### src/shared/mcsr_pkg.sv
//----------------------------------------------------------------------
//----------------------------------------------------------------------
package mcsr_pkg;

  // Register addresses as seen on the serial register port.
  localparam logic [15:0] ADDR_B_FIRMS  = 16'he530;
  localparam logic [15:0] ADDR_A_FIRMS  = 16'he537;
  localparam logic [15:0] ADDR_A_FVRMS  = 16'he538;
  localparam logic [15:0] ADDR_B_FVRMS  = 16'he53a;
  localparam logic [15:0] ADDR_C_FIRMS  = 16'he53b;
  localparam logic [15:0] ADDR_C_FVRMS  = 16'he53c;
  localparam logic [15:0] ADDR_CAPTURE  = 16'he5ff;
  localparam logic [15:0] ADDR_PEAKST   = 16'he600;
  localparam logic [15:0] ADDR_DELAY0   = 16'he601;
  localparam logic [15:0] ADDR_DELAY1   = 16'he602;
  localparam logic [15:0] ADDR_DELAY2   = 16'he603;
  localparam logic [15:0] ADDR_NOLOAD   = 16'he608;
  localparam logic [15:0] ADDR_LCOUNT   = 16'he60c;
  localparam logic [15:0] ADDR_ZXTMO    = 16'he60d;
  localparam logic [15:0] ADDR_COMPSET  = 16'he60e;
  localparam logic [15:0] ADDR_FOUTSET  = 16'he610;
  localparam logic [15:0] ADDR_FDIV1    = 16'he611;
  localparam logic [15:0] ADDR_FDIV2    = 16'he612;
  localparam logic [15:0] ADDR_FDIV3    = 16'he613;
  localparam logic [15:0] ADDR_TRIM_A   = 16'he614;
  localparam logic [15:0] ADDR_TRIM_B   = 16'he615;
  localparam logic [15:0] ADDR_TRIM_C   = 16'he616;
  localparam logic [15:0] ADDR_PSIGN    = 16'he617;
  localparam logic [15:0] ADDR_MAINSET  = 16'he618;
  localparam logic [15:0] ADDR_MEASSET  = 16'he700;
  localparam logic [15:0] ADDR_ACCSET   = 16'he701;
  localparam logic [15:0] ADDR_LACCBEH  = 16'he702;
  localparam logic [15:0] ADDR_PEAKWIN  = 16'he703;

  // Field widths.
  localparam int RMS_W  = 24;
  localparam int TRIM_W = 10;

  // Reset values of the writable registers.
  localparam logic [15:0] RST_LCOUNT  = 16'hffff;
  localparam logic [15:0] RST_ZXTMO   = 16'hffff;
  localparam logic [15:0] RST_COMPSET = 16'h01ff;
  localparam logic [15:0] RST_FOUTSET = 16'h0e88;
  localparam logic [15:0] RST_FDIV    = 16'h0000;
  localparam logic [9:0]  RST_TRIM    = 10'h000;
  localparam logic [15:0] RST_MAINSET = 16'h0010;
  localparam logic [7:0]  RST_MEASSET = 8'h1c;
  localparam logic [7:0]  RST_ACCSET  = 8'h00;
  localparam logic [7:0]  RST_LACCBEH = 8'h78;
  localparam logic [7:0]  RST_PEAKWIN = 8'h00;

endpackage

### src/logic/mcsr_regs.sv
`timescale 1ns/100ps
module mcsr_regs
#(
  parameter int PEAK_W = 8                 // Peak window register width.
)
(
  input  wire logic        clk_in,         // 125 MHz device clock.
  input  wire logic        rst_in,         // Async reset, active high.
  input  wire logic        req_valid_in,   // Register request strobe.
  input  wire logic        req_write_in,   // High for write, low for read.
  input  wire logic [15:0] req_addr_in,    // Register address.
  input  wire logic [31:0] req_wdata_in,   // Write data, low aligned.
  output logic             resp_valid_out, // Answer strobe.
  output logic      [31:0] resp_rdata_out, // Read data.
  output logic             resp_error_out, // Address not in this bank.
  input  wire logic        xfer32_in,      // Other 32-bit transfer done.
  input  wire logic [31:0] xfer32_data_in, // Its data word.
  input  wire logic [23:0] a_irms_in,      // Phase A fund. current rms.
  input  wire logic [23:0] a_vrms_in,      // Phase A fund. voltage rms.
  input  wire logic [23:0] b_irms_in,      // Phase B fund. current rms.
  input  wire logic [23:0] b_vrms_in,      // Phase B fund. voltage rms.
  input  wire logic [23:0] c_irms_in,      // Phase C fund. current rms.
  input  wire logic [23:0] c_vrms_in,      // Phase C fund. voltage rms.
  input  wire logic [15:0] peak_status_in, // Peak result flags.
  input  wire logic [15:0] delay0_in,      // Inter-phase delay 0.
  input  wire logic [15:0] delay1_in,      // Inter-phase delay 1.
  input  wire logic [15:0] delay2_in,      // Inter-phase delay 2.
  input  wire logic [15:0] noload_in,      // No-load flags.
  input  wire logic [15:0] psign_in,       // Power sign flags.
  input  wire logic        half_cycle_in,  // Half line cycle pulse.
  output logic             peak_done_out,  // Peak window end pulse.
  output logic      [15:0] lcount_out,     // Line cycle count.
  output logic      [15:0] zxtmo_out,      // Zero-cross timeout.
  output logic      [15:0] compset_out,    // Computation setup.
  output logic      [15:0] foutset_out,    // Freq output setup.
  output logic      [15:0] fdiv1_out,      // Freq output 1 divisor.
  output logic      [15:0] fdiv2_out,      // Freq output 2 divisor.
  output logic      [15:0] fdiv3_out,      // Freq output 3 divisor.
  output logic       [9:0] trim_a_out,     // Phase A phase trim.
  output logic       [9:0] trim_b_out,     // Phase B phase trim.
  output logic       [9:0] trim_c_out,     // Phase C phase trim.
  output logic      [15:0] mainset_out,    // Main setup.
  output logic       [7:0] measset_out,    // Measurement setup.
  output logic       [7:0] accset_out,     // Accumulation setup.
  output logic       [7:0] laccbeh_out     // Line accumulation behaviour.
);
  import mcsr_pkg::*;

  //--------------------------------------------------------------------
  // Parameter check
  //--------------------------------------------------------------------
  // The peak window register is carried on an 8-bit transfer.
  if (PEAK_W != 8)
  begin : g_chk
    $error("PEAK_W must be 8");
  end

  //--------------------------------------------------------------------
  // Helpers and state
  //--------------------------------------------------------------------
  // Zero pads an unsigned rms result into a 32-bit transfer word.
  function automatic logic [31:0] zpad24(input logic [23:0] v);
    zpad24 = {8'h00, v};
  endfunction

  logic [31:0] capture;         // Last good 32-bit word.
  logic [31:0] next_rdata;      // Read data chosen this cycle.
  logic        next_error;      // Address decoded as unmapped.
  logic        next_is32;       // Address is a 32-bit register.
  logic [PEAK_W-1:0] peakwin;   // Peak window in half cycles.
  logic [PEAK_W-1:0] peak_cnt;  // Half cycles seen in window.
  logic        wr;              // Write strobe for this bank.

  assign wr = req_valid_in && req_write_in;

  //--------------------------------------------------------------------
  // Read decode
  //--------------------------------------------------------------------
  // Picks the read word; reserved gaps answer with an error.
  always_comb
  begin
    next_rdata = 32'h0000_0000;
    next_error = 1'b0;
    next_is32  = 1'b0;
    case (req_addr_in)
      ADDR_A_FIRMS:
      begin
        next_rdata = zpad24(a_irms_in);
        next_is32  = 1'b1;
      end
      ADDR_A_FVRMS:
      begin
        next_rdata = zpad24(a_vrms_in);
        next_is32  = 1'b1;
      end
      ADDR_B_FIRMS:
      begin
        next_rdata = zpad24(b_irms_in);
        next_is32  = 1'b1;
      end
      ADDR_B_FVRMS:
      begin
        next_rdata = zpad24(b_vrms_in);
        next_is32  = 1'b1;
      end
      ADDR_C_FIRMS:
      begin
        next_rdata = zpad24(c_irms_in);
        next_is32  = 1'b1;
      end
      ADDR_C_FVRMS:
      begin
        next_rdata = zpad24(c_vrms_in);
        next_is32  = 1'b1;
      end
      ADDR_CAPTURE:
      begin
        next_rdata = capture;
        next_is32  = 1'b1;
      end
      ADDR_PEAKST:  next_rdata = {16'h0000, peak_status_in};
      ADDR_DELAY0:  next_rdata = {16'h0000, delay0_in};
      ADDR_DELAY1:  next_rdata = {16'h0000, delay1_in};
      ADDR_DELAY2:  next_rdata = {16'h0000, delay2_in};
      ADDR_NOLOAD:  next_rdata = {16'h0000, noload_in};
      ADDR_PSIGN:   next_rdata = {16'h0000, psign_in};
      ADDR_LCOUNT:  next_rdata = {16'h0000, lcount_out};
      ADDR_ZXTMO:   next_rdata = {16'h0000, zxtmo_out};
      ADDR_COMPSET: next_rdata = {16'h0000, compset_out};
      ADDR_FOUTSET: next_rdata = {16'h0000, foutset_out};
      ADDR_FDIV1:   next_rdata = {16'h0000, fdiv1_out};
      ADDR_FDIV2:   next_rdata = {16'h0000, fdiv2_out};
      ADDR_FDIV3:   next_rdata = {16'h0000, fdiv3_out};
      ADDR_TRIM_A:  next_rdata = {22'h0, trim_a_out};
      ADDR_TRIM_B:  next_rdata = {22'h0, trim_b_out};
      ADDR_TRIM_C:  next_rdata = {22'h0, trim_c_out};
      ADDR_MAINSET: next_rdata = {16'h0000, mainset_out};
      ADDR_MEASSET: next_rdata = {24'h000000, measset_out};
      ADDR_ACCSET:  next_rdata = {24'h000000, accset_out};
      ADDR_LACCBEH: next_rdata = {24'h000000, laccbeh_out};
      ADDR_PEAKWIN: next_rdata = {24'h000000, peakwin};
      // Reserved gaps and foreign addresses: nothing is stored.
      default:      next_error = 1'b1;
    endcase
  end

  //--------------------------------------------------------------------
  // Answer
  //--------------------------------------------------------------------
  // Every request is answered one clock later; writes read as zero.
  always_ff @(posedge clk_in or posedge rst_in)
  begin
    if (rst_in)
    begin
      resp_valid_out <= 1'b0;
      resp_rdata_out <= 32'h0000_0000;
      resp_error_out <= 1'b0;
    end
    else
    begin
      resp_valid_out <= req_valid_in;
      resp_error_out <= req_valid_in && next_error;
      if (req_valid_in && !req_write_in)
        resp_rdata_out <= next_rdata;
      else
        resp_rdata_out <= 32'h0000_0000;
    end
  end

  //--------------------------------------------------------------------
  // Last word capture
  //--------------------------------------------------------------------
  // A read of a 32-bit register here wins over a foreign transfer.
  // Writes to the 32-bit registers are ignored without an error, so never captured.
  always_ff @(posedge clk_in or posedge rst_in)
  begin
    if (rst_in)
      capture <= 32'h0000_0000;
    else if (req_valid_in && !req_write_in && next_is32)
      capture <= next_rdata;
    else if (xfer32_in)
      capture <= xfer32_data_in;
  end

  //--------------------------------------------------------------------
  // Writable registers
  //--------------------------------------------------------------------
  // Counts and setups; read-only addresses have no write path here.
  always_ff @(posedge clk_in or posedge rst_in)
  begin
    if (rst_in)
    begin
      lcount_out  <= RST_LCOUNT;
      zxtmo_out   <= RST_ZXTMO;
      compset_out <= RST_COMPSET;
      foutset_out <= RST_FOUTSET;
      fdiv1_out   <= RST_FDIV;
      fdiv2_out   <= RST_FDIV;
      fdiv3_out   <= RST_FDIV;
      mainset_out <= RST_MAINSET;
    end
    else if (wr)
    begin
      case (req_addr_in)
        ADDR_LCOUNT:  lcount_out  <= req_wdata_in[15:0];
        ADDR_ZXTMO:   zxtmo_out   <= req_wdata_in[15:0];
        ADDR_COMPSET: compset_out <= req_wdata_in[15:0];
        ADDR_FOUTSET: foutset_out <= req_wdata_in[15:0];
        ADDR_FDIV1:   fdiv1_out   <= req_wdata_in[15:0];
        ADDR_FDIV2:   fdiv2_out   <= req_wdata_in[15:0];
        ADDR_FDIV3:   fdiv3_out   <= req_wdata_in[15:0];
        ADDR_MAINSET: mainset_out <= req_wdata_in[15:0];
        default:      ;
      endcase
    end
  end

  // Phase trims keep only their ten significant bits.
  always_ff @(posedge clk_in or posedge rst_in)
  begin
    if (rst_in)
    begin
      trim_a_out <= RST_TRIM;
      trim_b_out <= RST_TRIM;
      trim_c_out <= RST_TRIM;
    end
    else if (wr)
    begin
      case (req_addr_in)
        ADDR_TRIM_A: trim_a_out <= req_wdata_in[TRIM_W-1:0];
        ADDR_TRIM_B: trim_b_out <= req_wdata_in[TRIM_W-1:0];
        ADDR_TRIM_C: trim_c_out <= req_wdata_in[TRIM_W-1:0];
        default:     ;
      endcase
    end
  end

  // Byte-wide mode registers.
  always_ff @(posedge clk_in or posedge rst_in)
  begin
    if (rst_in)
    begin
      measset_out <= RST_MEASSET;
      accset_out  <= RST_ACCSET;
      laccbeh_out <= RST_LACCBEH;
      peakwin     <= RST_PEAKWIN;
    end
    else if (wr)
    begin
      case (req_addr_in)
        ADDR_MEASSET: measset_out <= req_wdata_in[7:0];
        ADDR_ACCSET:  accset_out  <= req_wdata_in[7:0];
        ADDR_LACCBEH: laccbeh_out <= req_wdata_in[7:0];
        ADDR_PEAKWIN: peakwin     <= req_wdata_in[PEAK_W-1:0];
        default:      ;
      endcase
    end
  end

  //--------------------------------------------------------------------
  // Peak window timer
  //--------------------------------------------------------------------
  // Counts half line cycles and pulses at the end of each window.
  // A zero window stops the timer; rewriting the window restarts it.
  always_ff @(posedge clk_in or posedge rst_in)
  begin
    if (rst_in)
    begin
      peak_cnt      <= '0;
      peak_done_out <= 1'b0;
    end
    else if ((wr && req_addr_in == ADDR_PEAKWIN) || peakwin == '0)
    begin
      peak_cnt      <= '0;
      peak_done_out <= 1'b0;
    end
    else if (half_cycle_in && peak_cnt + 1'b1 == peakwin)
    begin
      peak_cnt      <= '0;
      peak_done_out <= 1'b1;
    end
    else
    begin
      peak_cnt      <= peak_cnt + PEAK_W'(half_cycle_in);
      peak_done_out <= 1'b0;
    end
  end

  //--------------------------------------------------------------------
  // Assertions
  //--------------------------------------------------------------------
  rms_read_a: assert property (@(posedge clk_in) disable iff (rst_in)
    req_valid_in && !req_write_in && req_addr_in == ADDR_A_FIRMS
    |=> resp_rdata_out == {8'h00, $past(a_irms_in)})
    else $error("rms read word wrong");

  capture_word_a: assert property (@(posedge clk_in) disable iff (rst_in)
    req_valid_in && !req_write_in && next_is32
    |=> capture == resp_rdata_out)
    else $error("capture not last 32-bit word");

  trim_width_a: assert property (@(posedge clk_in) disable iff (rst_in)
    wr && req_addr_in == ADDR_TRIM_B
    |=> trim_b_out == $past(req_wdata_in[9:0]))
    else $error("trim write wrong");

  count_reset_a: assert property (@(posedge clk_in) disable iff (rst_in)
    $fell(rst_in) |-> lcount_out == 16'hffff
    && zxtmo_out == 16'hffff)
    else $error("count reset values wrong");

  fout_reset_a: assert property (@(posedge clk_in) disable iff (rst_in)
    $fell(rst_in) |-> foutset_out == 16'h0e88 && fdiv1_out == 16'h0000
    && fdiv3_out == 16'h0000)
    else $error("output setup reset wrong");

  lacc_reset_a: assert property (@(posedge clk_in) disable iff (rst_in)
    $fell(rst_in) |-> laccbeh_out == 8'h78 && peakwin == 8'h00)
    else $error("byte setup reset wrong");

  peak_window_a: assert property (@(posedge clk_in) disable iff (rst_in)
    peakwin == 8'h02 && !wr && peak_cnt == 8'h01 && half_cycle_in
    |=> peak_done_out && peak_cnt == 8'h00)
    else $error("peak window end missed");

  delay_read_a: assert property (@(posedge clk_in) disable iff (rst_in)
    req_valid_in && !req_write_in && req_addr_in == ADDR_DELAY2
    |=> resp_rdata_out == {16'h0000, $past(delay2_in)}
    && !resp_error_out)
    else $error("delay read wrong");

  main_reset_a: assert property (@(posedge clk_in) disable iff (rst_in)
    $fell(rst_in) |-> mainset_out == 16'h0010)
    else $error("main setup reset wrong");

  flags_read_a: assert property (@(posedge clk_in) disable iff (rst_in)
    req_valid_in && !req_write_in && req_addr_in == ADDR_PSIGN
    |=> resp_rdata_out[15:0] == $past(psign_in))
    else $error("sign read wrong");

  noload_read_a: assert property (@(posedge clk_in) disable iff (rst_in)
    req_valid_in && !req_write_in && req_addr_in == ADDR_NOLOAD
    |=> resp_rdata_out[15:0] == $past(noload_in))
    else $error("no-load read wrong");

  peak_read_a: assert property (@(posedge clk_in) disable iff (rst_in)
    req_valid_in && !req_write_in && req_addr_in == ADDR_PEAKST
    |=> resp_rdata_out[15:0] == $past(peak_status_in))
    else $error("peak status read wrong");

  ro_write_a: assert property (@(posedge clk_in) disable iff (rst_in)
    wr && req_addr_in == ADDR_CAPTURE && !xfer32_in
    |=> $stable(capture))
    else $error("read-only register changed");

  xfer_word_a: assert property (@(posedge clk_in) disable iff (rst_in)
    xfer32_in && !(req_valid_in && !req_write_in && next_is32)
    |=> capture == $past(xfer32_data_in))
    else $error("foreign word not captured");

  gap_error_a: assert property (@(posedge clk_in) disable iff (rst_in)
    req_valid_in && req_addr_in == ADDR_COMPSET + 16'h0001
    |=> resp_error_out && resp_rdata_out == 32'h0000_0000)
    else $error("reserved gap not refused");

  trim_reset_a: assert property (@(posedge clk_in) disable iff (rst_in)
    $fell(rst_in) |-> trim_a_out == RST_TRIM && trim_c_out == RST_TRIM)
    else $error("trim reset value wrong");

  peak_idle_a: assert property (@(posedge clk_in) disable iff (rst_in)
    peakwin == 8'h00
    |=> !peak_done_out)
    else $error("stopped peak timer pulsed");

endmodule // mcsr_regs

### config.mk
export PLATFORM = sky130hd
export DESIGN_NAME = mcsr_regs
export DESIGN_NICKNAME = d
export VERILOG_FILES = /design/src/shared/mcsr_pkg.sv /design/src/logic/mcsr_regs.sv
export SDC_FILE = /design/constraint.sdc
export NUM_CORES = 1
export LEC_CHECK = 0
export CORE_ASPECT_RATIO = 0.5
export CORE_MARGIN = 3
export CORE_UTILIZATION = 40
export DETAILED_ROUTE_END_ITERATION = 7
export DONT_BUFFER_PORTS = 1
export REMOVE_ABC_BUFFERS = 1
export SKIP_LAST_GASP = 1
export SYNTH_ARGS = -nofsm -noshare
export SYNTH_HDL_FRONTEND = slang
export SYNTH_SLANG_ARGS = --single-unit
### constraint.sdc
create_clock -name clk_in -period 11.07 [get_ports clk_in]
set_input_delay 1.107 -clock clk_in [delete_from_list [all_inputs] [get_ports clk_in]]
set_output_delay 1.107 -clock clk_in [all_outputs]
set_load 0.05 [all_outputs]
Yosys cells after proc, flatten, opt, wreduce, memory -nomap -nowiden:

Cells that the tools add are included.

* flip-flop bits (word level): 265
* bits of input ports: 326
* output and inout port bits: 217
* word-level logic and storage cells: 89

* eq/ne operators: 29
* add/sub/neg operators: 2
* mux-type cells: 10
* reductions and logical operators: 27

Operators with widths (number)
* 32-bit case mux with 28 select lines: 1
* 16-bit equality test (second input constant): 28
* 32-bit 2-to-1 mux: 3
* 2-bit AND reduction: 15
* 28-bit OR reduction: 1
* 8-bit 2-to-1 mux: 2
* 8-bit by 1-bit adder with 8-bit output: 1
* 8-bit by 1-bit adder with 8-bit output (second input constant): 1
* 8-bit equality test: 1
* 8-bit logical NOT: 1
* 7-bit OR reduction: 1
* 1-bit logical AND: 6
* 1-bit 2-to-1 mux: 4
* 2-bit nonzero test: 1
* 1-bit logical NOT: 1
* 1-bit logical OR: 1

Logic depth before layout (Yosys ltp):

Gate-level depths: netlist of run 1.

* word-level depth: 5
* mapped depth: 9
* depth with buffers taken out: 7

Worst setup path after synthesis of run 1:

Ideal clock, no wire load.

* path type: input to register
* from: in req_addr_in[4]
* to: reg lcount_out[0]
* data required time: 10.988 ns
* data arrival time: 3.125 ns
* stages: 8
* path buffers: 4
* library setup time: 0.082 ns
* path slack: 7.863 ns
* path through: or4_1 > buf_4 > or3_1 > buf_6 > or3_1 > buf_6 > buf_12 > mux2_4

* cells in the longest elaborated chain, start to end: 2

RTL lines
* start, declared: RTL line mcsr_regs.sv:11 `input wire logic [15:0] req_addr_in,`
* 16-bit equality test: RTL line mcsr_regs.sv:204 `case (req_addr_in)`
* 2-bit AND reduction (no source line)
* end signal, assigned: RTL line mcsr_regs.sv:205 `ADDR_LCOUNT: lcount_out <= req_wdata_in[15:0];`
* end, declared: RTL line mcsr_regs.sv:32 `output logic [15:0] lcount_out,`

No other way between the ends.
A chain may end at the register's enable or synchronous reset.

Worst setup path after layout of run 1:

* from: in req_addr_in[12]
* to: reg compset_out[15]

* cells in the longest elaborated chain, start to end: 2

RTL lines
* 16-bit equality test: RTL line mcsr_regs.sv:204
* 2-bit AND reduction (no source line)
* end signal, assigned: RTL line mcsr_regs.sv:207 `ADDR_COMPSET: compset_out <= req_wdata_in[15:0];`
* end, declared: RTL line mcsr_regs.sv:34 `output logic [15:0] compset_out,`

No other way between the ends.

==> results of run 1 <==
## state kept, by name, summed over array words and instances, names as in the netlist, 8 cells and up
register / count
accset_out: 8
capture: 32
compset_out: 16
fdiv1_out: 16
fdiv2_out: 16
fdiv3_out: 16
foutset_out: 16
laccbeh_out: 8
lcount_out: 16
mainset_out: 16
measset_out: 8
peak_cnt: 8
peakwin: 8
resp_rdata_out: 32
trim_a_out: 10
trim_b_out: 10
trim_c_out: 10
zxtmo_out: 16
## worst max path at each step
stage | cells past startpoint | from | to | slack, ps
detailed placement | 5 | req_addr_in[12] | compset_out[13] | 6530
global placement | 5 | req_addr_in[12] | compset_out[10] | 6570
CTS | 5 | req_addr_in[12] | compset_out[13] | 7120
finish | 5 | req_addr_in[12] | compset_out[15] | 6910
global route | 5 | req_addr_in[12] | compset_out[15] | 6900
floorplan | 1 | rst_in | accset_out[0] | 2760
## per-stage QoR
stage,hold WS (ps),instances,power [mW],setup WS (ps)
floorplan,458,1038,1.05,2760
global placement,479,1511,1.07,6570
detailed placement,479,1511,1.08,6530
CTS,494,1561,2.10,7120
global route,523,1563,2.15,6900
finish,489,1563,2.09,6910
## per-layer routing
layer	global-route usage	wire length [um]	up-vias
li1	-	-	4447
met1	0.422	23800	5950
met5	0.0108	26	-
met4	0.120	2920	4
met2	0.501	27600	924
met3	0.124	8040	243
## logic make-up after synthesis
kind of cell | share of synthesized area
adder cells (fa/ha/maj) | 0.00277
buffers and inverters | 0.0313
multiplexers | 0.190
AO/OA/AOI/OAI | 0.167
XOR/XNOR | 0.00970
AND/OR/NAND/NOR | 0.105
flip-flops | 0.494
## area by class of cell
| type | instances | area, um^2 |
|---|---|---|
| diodes | 1 | 2.50 |
| flip-flops and latches | 265 | 6700 |
| inverters | 5 | 26.3 |
| well taps | 432 | 541 |
| fillers | 2916 | 17300 |
| multi-input cells | 768 | 6660 |
| repair buffers | 42 | 328 |
| clock inverters | 13 | 223 |
| clock buffers | 37 | 763 |
## power groups by stage
stage | registers [mW] | clock network, mW | logic, mW
floorplan | 1.00 | 0 | 0.0468
global placement | 1.01 | 0 | 0.0671
detailed placement | 1.01 | 0 | 0.0694
CTS | 0.990 | 1.04 | 0.0696
global route | 0.990 | 1.09 | 0.0753
finish | 0.990 | 1.03 | 0.0692
## placed cells by master, fill, tap and decap left out, types with 6 or more instances in the layout
master,netlist,final
nor2_1,27,27
a21oi_1,21,20
mux2_4,10,10
xnor2_1,8,8
and3_1,22,22
o21bai_1,9,9
a222oi_1,38,38
a22o_1,30,30
nor4_4,0,12
a22oi_1,96,96
nor2b_1,8,8
bufinv_16,0,6
mux2i_1,36,36
o21ai_0,9,9
nand4_1,11,11
mux2_2,183,183
dfrtp_1,211,211
xor2_1,7,7
a31oi_1,18,18
nand2_1,39,39
a32oi_1,6,6
nor4_1,20,10
buf_4,2,41
dfstp_2,54,54
nand3_1,28,28
nor4_2,13,11
clkbuf_16,0,27
a221oi_1,19,19
nor3_1,20,20
## cell usage after synthesis, types with 23 or more instances
master / number
buf_2: 23
dfrtp_1: 211
nand3_1: 28
a22o_1: 30
clkbuf_1: 54
mux2i_1: 36
dfstp_2: 54
nor2_1: 27
a222oi_1: 38
nand2_1: 39
a22oi_1: 96
mux2_2: 183
==> metrics.md, run 1 <==
| Metric | Value |
|---|---|
| Crit Path Class | in2reg |
| Chip width | approximately 270 um |
| Post-route ant nets | 0 |
| Comb power frac | 0.033 |
| Synth area leaders | dfrtp_1 (39%), mux2_2 (15%), dfstp_2 (10%) |
| Initial core utilization | 0.417 |
| Root buffer cell | clkbuf_16 |
| CTS tree | yes |
| Crit. End Element | register |
| FMAX | 240 MHz |
| Post_cts resized | 0 |
| CP bufs+invs | 1 |
| Min-Delay Startpoint | capture[31] |
| DIE HEIGHT | 136 um |
| Core footprint | about 33000 um^2 |
| Seq pwr share | 0.473 |
| Post-synth EDFFs | 0 |
| Io pins | approximately 540 |
| Largest net degree at the start of global routing | ~160 |
| Nets@finish | roughly 1400 |
| Max-slew headroom | 0.0406 |
| H-tree levels | 1 |
| Status | finished, final reports clean |
| Synth-to-layout area growth | 12.5% |
| Ys async rst share | 1.00 |
| Worst-path clk slew | 60 ps |
| Sequential share of the synthesized area | 0.494 |
| Final setup viols | 0 |
| Worst-path cell chain | nand4bb_4, nor4_4, buf_4, nand2_2, mux2_2 |
| Later-pin clock latency in the skew report | roughly 560 ps |
| Final worst path period share | 0.376 |
| Synthesis-stage register bit count | approximately 270 |
| Reg2Reg Setup Slack | 8550 ps |
| Core Rows | 46 |
| TritonCTS Sinks | between 200 and 300 |
| Pint | ~1.6 mW |
| Detailed Route Iter0 Violations | roughly 1900 |
| Worst IR Drop VDD | around 85 uV |
| Drc violations | 0 |
| Grt total ovfl | 0 |
| CP max stage delay | approximately 1300 ps |
| Num CTS Buffers | 27 |
| Synth Area per Inst | about 12 um^2 |
| GP Congestion | 0.971 |
| Via count | ~12000 |
| Vias in the first global route | about 11000 |
| Least-Margin Pin Slew | 1430 ps |
| P_leak | around 6.6 nW |
| Final hold vios | 0 |
| RSZ-0062 raised after global routing | false |
| CTS Buffer Depth | 3 |
| I/O Buffers | 0 |
| First-pass GRT wire length | roughly 85000 um |
| Main flop type after synthesis | dfrtp_1 |
| HPWL Detailed | about 45000 um |
| TritonRoute pass-1 iters | 6 |
| Fin. max-slew vios | 0 |
| Syn Inst Count | between 1000 and 1500 |
| CTS hold repair buffers | 0 |
| Crit Reg-Reg Endpoint | resp_rdata_out[11] |
| Post-route core utilization | 0.469 |
| Setup TNS | 0 ps |
| Critical path arrival | roughly 4600 ps |
| Net Switching | between 0.4 and 0.5 mW |
| CP delay by family, top | simple AND/OR/NAND/NOR gates |
| Finished Cell Area | ~15000 um^2 |
| Worst Clk Skew | between 10 and 15 ps |
| Startpoint Class | primary input |
| Post-synth top area share | 0.390 |
| Min cycle time layout | approximately 4200 ps |
| Worst reg2reg startpoint | fdiv3_out[11] |
| Data required, critical path | 11500 ps |
| Slowest cell on crit path | nor4_4 |
| Post-DP Area | about 14000 um^2 |
| Layout cells sized above 1 | 0.333 |
| Clk pwr share | 0.494 |
| Unique masters post-synth | just under 70 |
| Synth Warn # | 0 |
| Switching share of total power | 0.223 |
| Critical-path maximum fanout | 41 |
| Die footprint | ~36000 um^2 |
| HP Class | reg2reg |
| Power per standard cell area | 137 nW/um^2 |
| Worst-case reg-to-reg path depth | 4 |
| Max-cap violations | 0 |
| Vias/cell | 7.40 |
| Post-CTS setup buffer count | 0 |
| Worst Hold Path EP | capture[31] |
| Mapped cell area | about 14000 um^2 |
| Yosys top cell by area | dfrtp_1 |
| Total detailed-routing wirelength | 62400 um |
| Mean routed wirelength per cell | 39.9 um |
| Initial antenna violation count | 5 |
| Worst Hold Depth | 1 |
| Gr usage total | 0.327 |
(Power assumes the default switching activity.)
==> run 2, diff against run 1 <==
==> constraint.sdc (replaced) <==
create_clock -name clk_in -period 3.85 [get_ports clk_in]
set_input_delay 0.385 -clock clk_in [delete_from_list [all_inputs] [get_ports clk_in]]
set_output_delay 0.385 -clock clk_in [all_outputs]
set_load 0.05 [all_outputs]
==> run 2 against run 1 <==
Sequential cell count is the same. Sequential share of layout area shrank 1.4 points. Non-clock buffer count grew 68. Highest routed layer unchanged. Combinational power grew to 3.9 times the previous value. Sequential power grew to 2.9 times the previous value. Clock skew shrank 2.2 ps. Die area is the same. Critical path type unchanged. Count of clock-buffer cells in the layout grew 3. Power grew to 2.8 times the previous value. Critical path depth grew 2.
==> metrics.md, run 2 (synthesis gave the netlist of run 1 again) <==
| Metric | Value |
|---|---|
| Status | finished, final reports clean |
| Power per standard cell area | 372 nW/um^2 (+170%) |
| I/O Buffers | 0 (unchanged) |
| Post-route ant nets | 0 (unchanged) |
| Mean routed wirelength per cell | 39.2 um (-1.9%) |
| CP bufs+invs | 2 (+1) |
| CTS hold repair buffers | 31 (+31) |
| Fin. max-slew vios | 0 (unchanged) |
| CP max stage delay | 970 ps (-290 ps) |
| GP Congestion | 0.984 (+1.3%) |
| Worst-case reg-to-reg path depth | 4 (unchanged) |
| Post_cts resized | 0 (unchanged) |
| Critical-path maximum fanout | 13 (-68%) |
| Worst-path clk slew | 60 ps (about the same) |
| Layout cells sized above 1 | 0.342 (+0.00923) |
| Post-CTS setup buffer count | 0 (unchanged) |
| Seq pwr share | 0.486 (+0.013) |
| Vias/cell | 7.31 (-1.2%) |
| Total detailed-routing wirelength | 63800 um (+2.3%) |
| Crit Reg-Reg Endpoint | resp_rdata_out[11] |
| H-tree levels | 1 (unchanged) |
| Core Rows | 46 (unchanged) |
| CTS tree | yes |
| TritonRoute pass-1 iters | 6 (unchanged) |
| Grt total ovfl | 0 (unchanged) |
| Post-route core utilization | 0.485 (+0.0159) |
| Post-DP Area | 14600 um^2 (+2.1%) |
| CP delay by family, top | simple AND/OR/NAND/NOR gates |
| Min cycle time layout | roughly 2800 ps |
| Data required, critical path | 4300 ps (-7200 ps) |
| Crit. End Element | register |
| Detailed Route Iter0 Violations | 1858 (-1.5%) |
| Startpoint Class | primary input |
| Die footprint | 36300 um^2 (unchanged) |
| Crit Path Class | in2reg |
| Most frequent cells in the layout | dfrtp_1 (211), mux2_2 (183), a22oi_1 (96) |
| Largest net degree at the start of global routing | 112 (-30%) |
| Drc violations | 0 (unchanged) |
| Worst reg2reg startpoint | fdiv3_out[11] |
| Largest registers | capture: 32 flops, resp_rdata_out: 32 flops |
| Min-Delay Startpoint | c_irms_in[18] |
| Finished Cell Area | 15800 um^2 (+3.4%) |
| Synth-to-layout area growth | 16.3% |
| Worst Hold Depth | 2 (+1) |
| Tot Pwr | 5.86 mW (+180%) |
| Vias in the first global route | 11687 (+4.3%) |
| FMAX | 356 MHz |
| Final hold vios | 0 (unchanged) |
| Most common cell after layout, fill and taps aside | dfrtp_1 |
| Worst-path cell chain | or4_1, buf_4, nor4_2, buf_4, a21oi_1, and3_1, a41oi_1 |
| Least-Margin Pin Slew | 1290 ps (-139 ps) |
| Pint | 4.51 mW (+180%) |
| Nets@finish | 1505 (+4.7%) |
| Max-slew headroom | 0.134 (+0.0937) |
| HP Class | in2reg |
| Pre-CTS setup slack | 653 ps (-5880 ps) |
| Via count | 11909 (+2.9%) |
| Final setup viols | 0 (unchanged) |
| Critical path depth | 7 (+2) |
| Initial core utilization | 0.417 (unchanged) |
| Reg2Reg Setup Slack | 1220 ps (-7330 ps) |
| P_leak | 6.90 nW (+4.1%) |
| Worst Hold Path EP | resp_rdata_out[18] |
| CTS Buffer Depth | 3 (unchanged) |
| Switching share of total power | 0.230 (+0.00684) |
| Chip width | 266 um (unchanged) |
| Later-pin clock latency in the skew report | 560 ps (about the same) |
| DIE HEIGHT | 136 um (unchanged) |
| Slowest cell on crit path | nor4_2 |
| Net Switching | 1.35 mW (+190%) |
| Core footprint | 32500 um^2 (unchanged) |
| First-pass GRT wire length | 88400 um (+4.1%) |
| Max-cap violations | 0 (unchanged) |
| Comb power frac | 0.046 (+0.013) |
| RSZ-0062 raised after global routing | false |
| Hold WS | 26.1 ps (-463 ps) |
| Critical path arrival | 3260 ps (-1330 ps) |
| Worst Clk Skew | 12.1 ps (-2.16 ps) |
| Num CTS Buffers | 26 (-3.7%) |
| TritonCTS Sinks | 265 (unchanged) |
| Setup ws final | 1040 ps (-5870 ps) |
| HPWL Detailed | 47200 um (+4.2%) |
| Io pins | 543 (unchanged) |
| Clk pwr share | 0.468 (-0.026) |
| Worst IR Drop VDD | 245 uV (+190%) |
| Initial antenna violation count | 4 (-1) |
| Gr usage total | 0.337 (+0.0103) |
| Root buffer cell | clkbuf_16 |
| Final worst path period share | 0.729 |
| Critical path startpoint | req_addr_in[4] |
| Most used cell, CP | buf_4 |
run 2: worst register-to-register path: stages (launching register included):
cell and delay, ps:
dfrtp_1 630, a222oi_1 590, nand3_1 120, a2111oi_0 850, a41oi_1 250
run 2: routing by layer:
metal,vias to the layer above,track usage,part of all wire
li1,4578,-,-
met1,6136,0.429,0.38
met2,953,0.531,0.45
met3,236,0.124,0.12
met4,6,0.118,0.042
met5,-,0,0.00072
run 2: worst max-delay path by stage:
stage / endpoint / slack, ps
floorplan: accset_out[0] / -3740
global placement: resp_rdata_out[1] / 660
detailed placement: compset_out[13] / 650
CTS: resp_rdata_out[11] / 1220
global route: resp_rdata_out[11] / 1020
finish: resp_rdata_out[0] / 1040
run 2: through the flow:
stage               TNS (ps)  cells
floorplan            -954590   1038
global placement           0   1549
detailed placement         0   1549
CTS                        0   1628
global route               0   1628
finish                     0   1629
run 2: layout make-up:
cell class                 instances  area, um^2
fill                            2887       16800
sequential                       265        6700
multi-input combinational        768        6660
timing repair buffer             110         941
clock buffer                      40         785
tap                              432         541
clock inverter                     8         115
inverter                           5        26.3
antenna                            1        2.50
run 2: power by group through the flow:
| stage | combinational [mW] | sequential [mW] | clock (mW) |
|---|---|---|---|
| after floorplan | 0.135 | 2.89 | 0 |
| after global placement | 0.200 | 2.89 | 0 |
| after detailed placement | 0.207 | 2.89 | 0 |
| after CTS | 0.269 | 2.85 | 2.78 |
| after global routing | 0.289 | 2.85 | 2.89 |
| final | 0.270 | 2.85 | 2.74 |
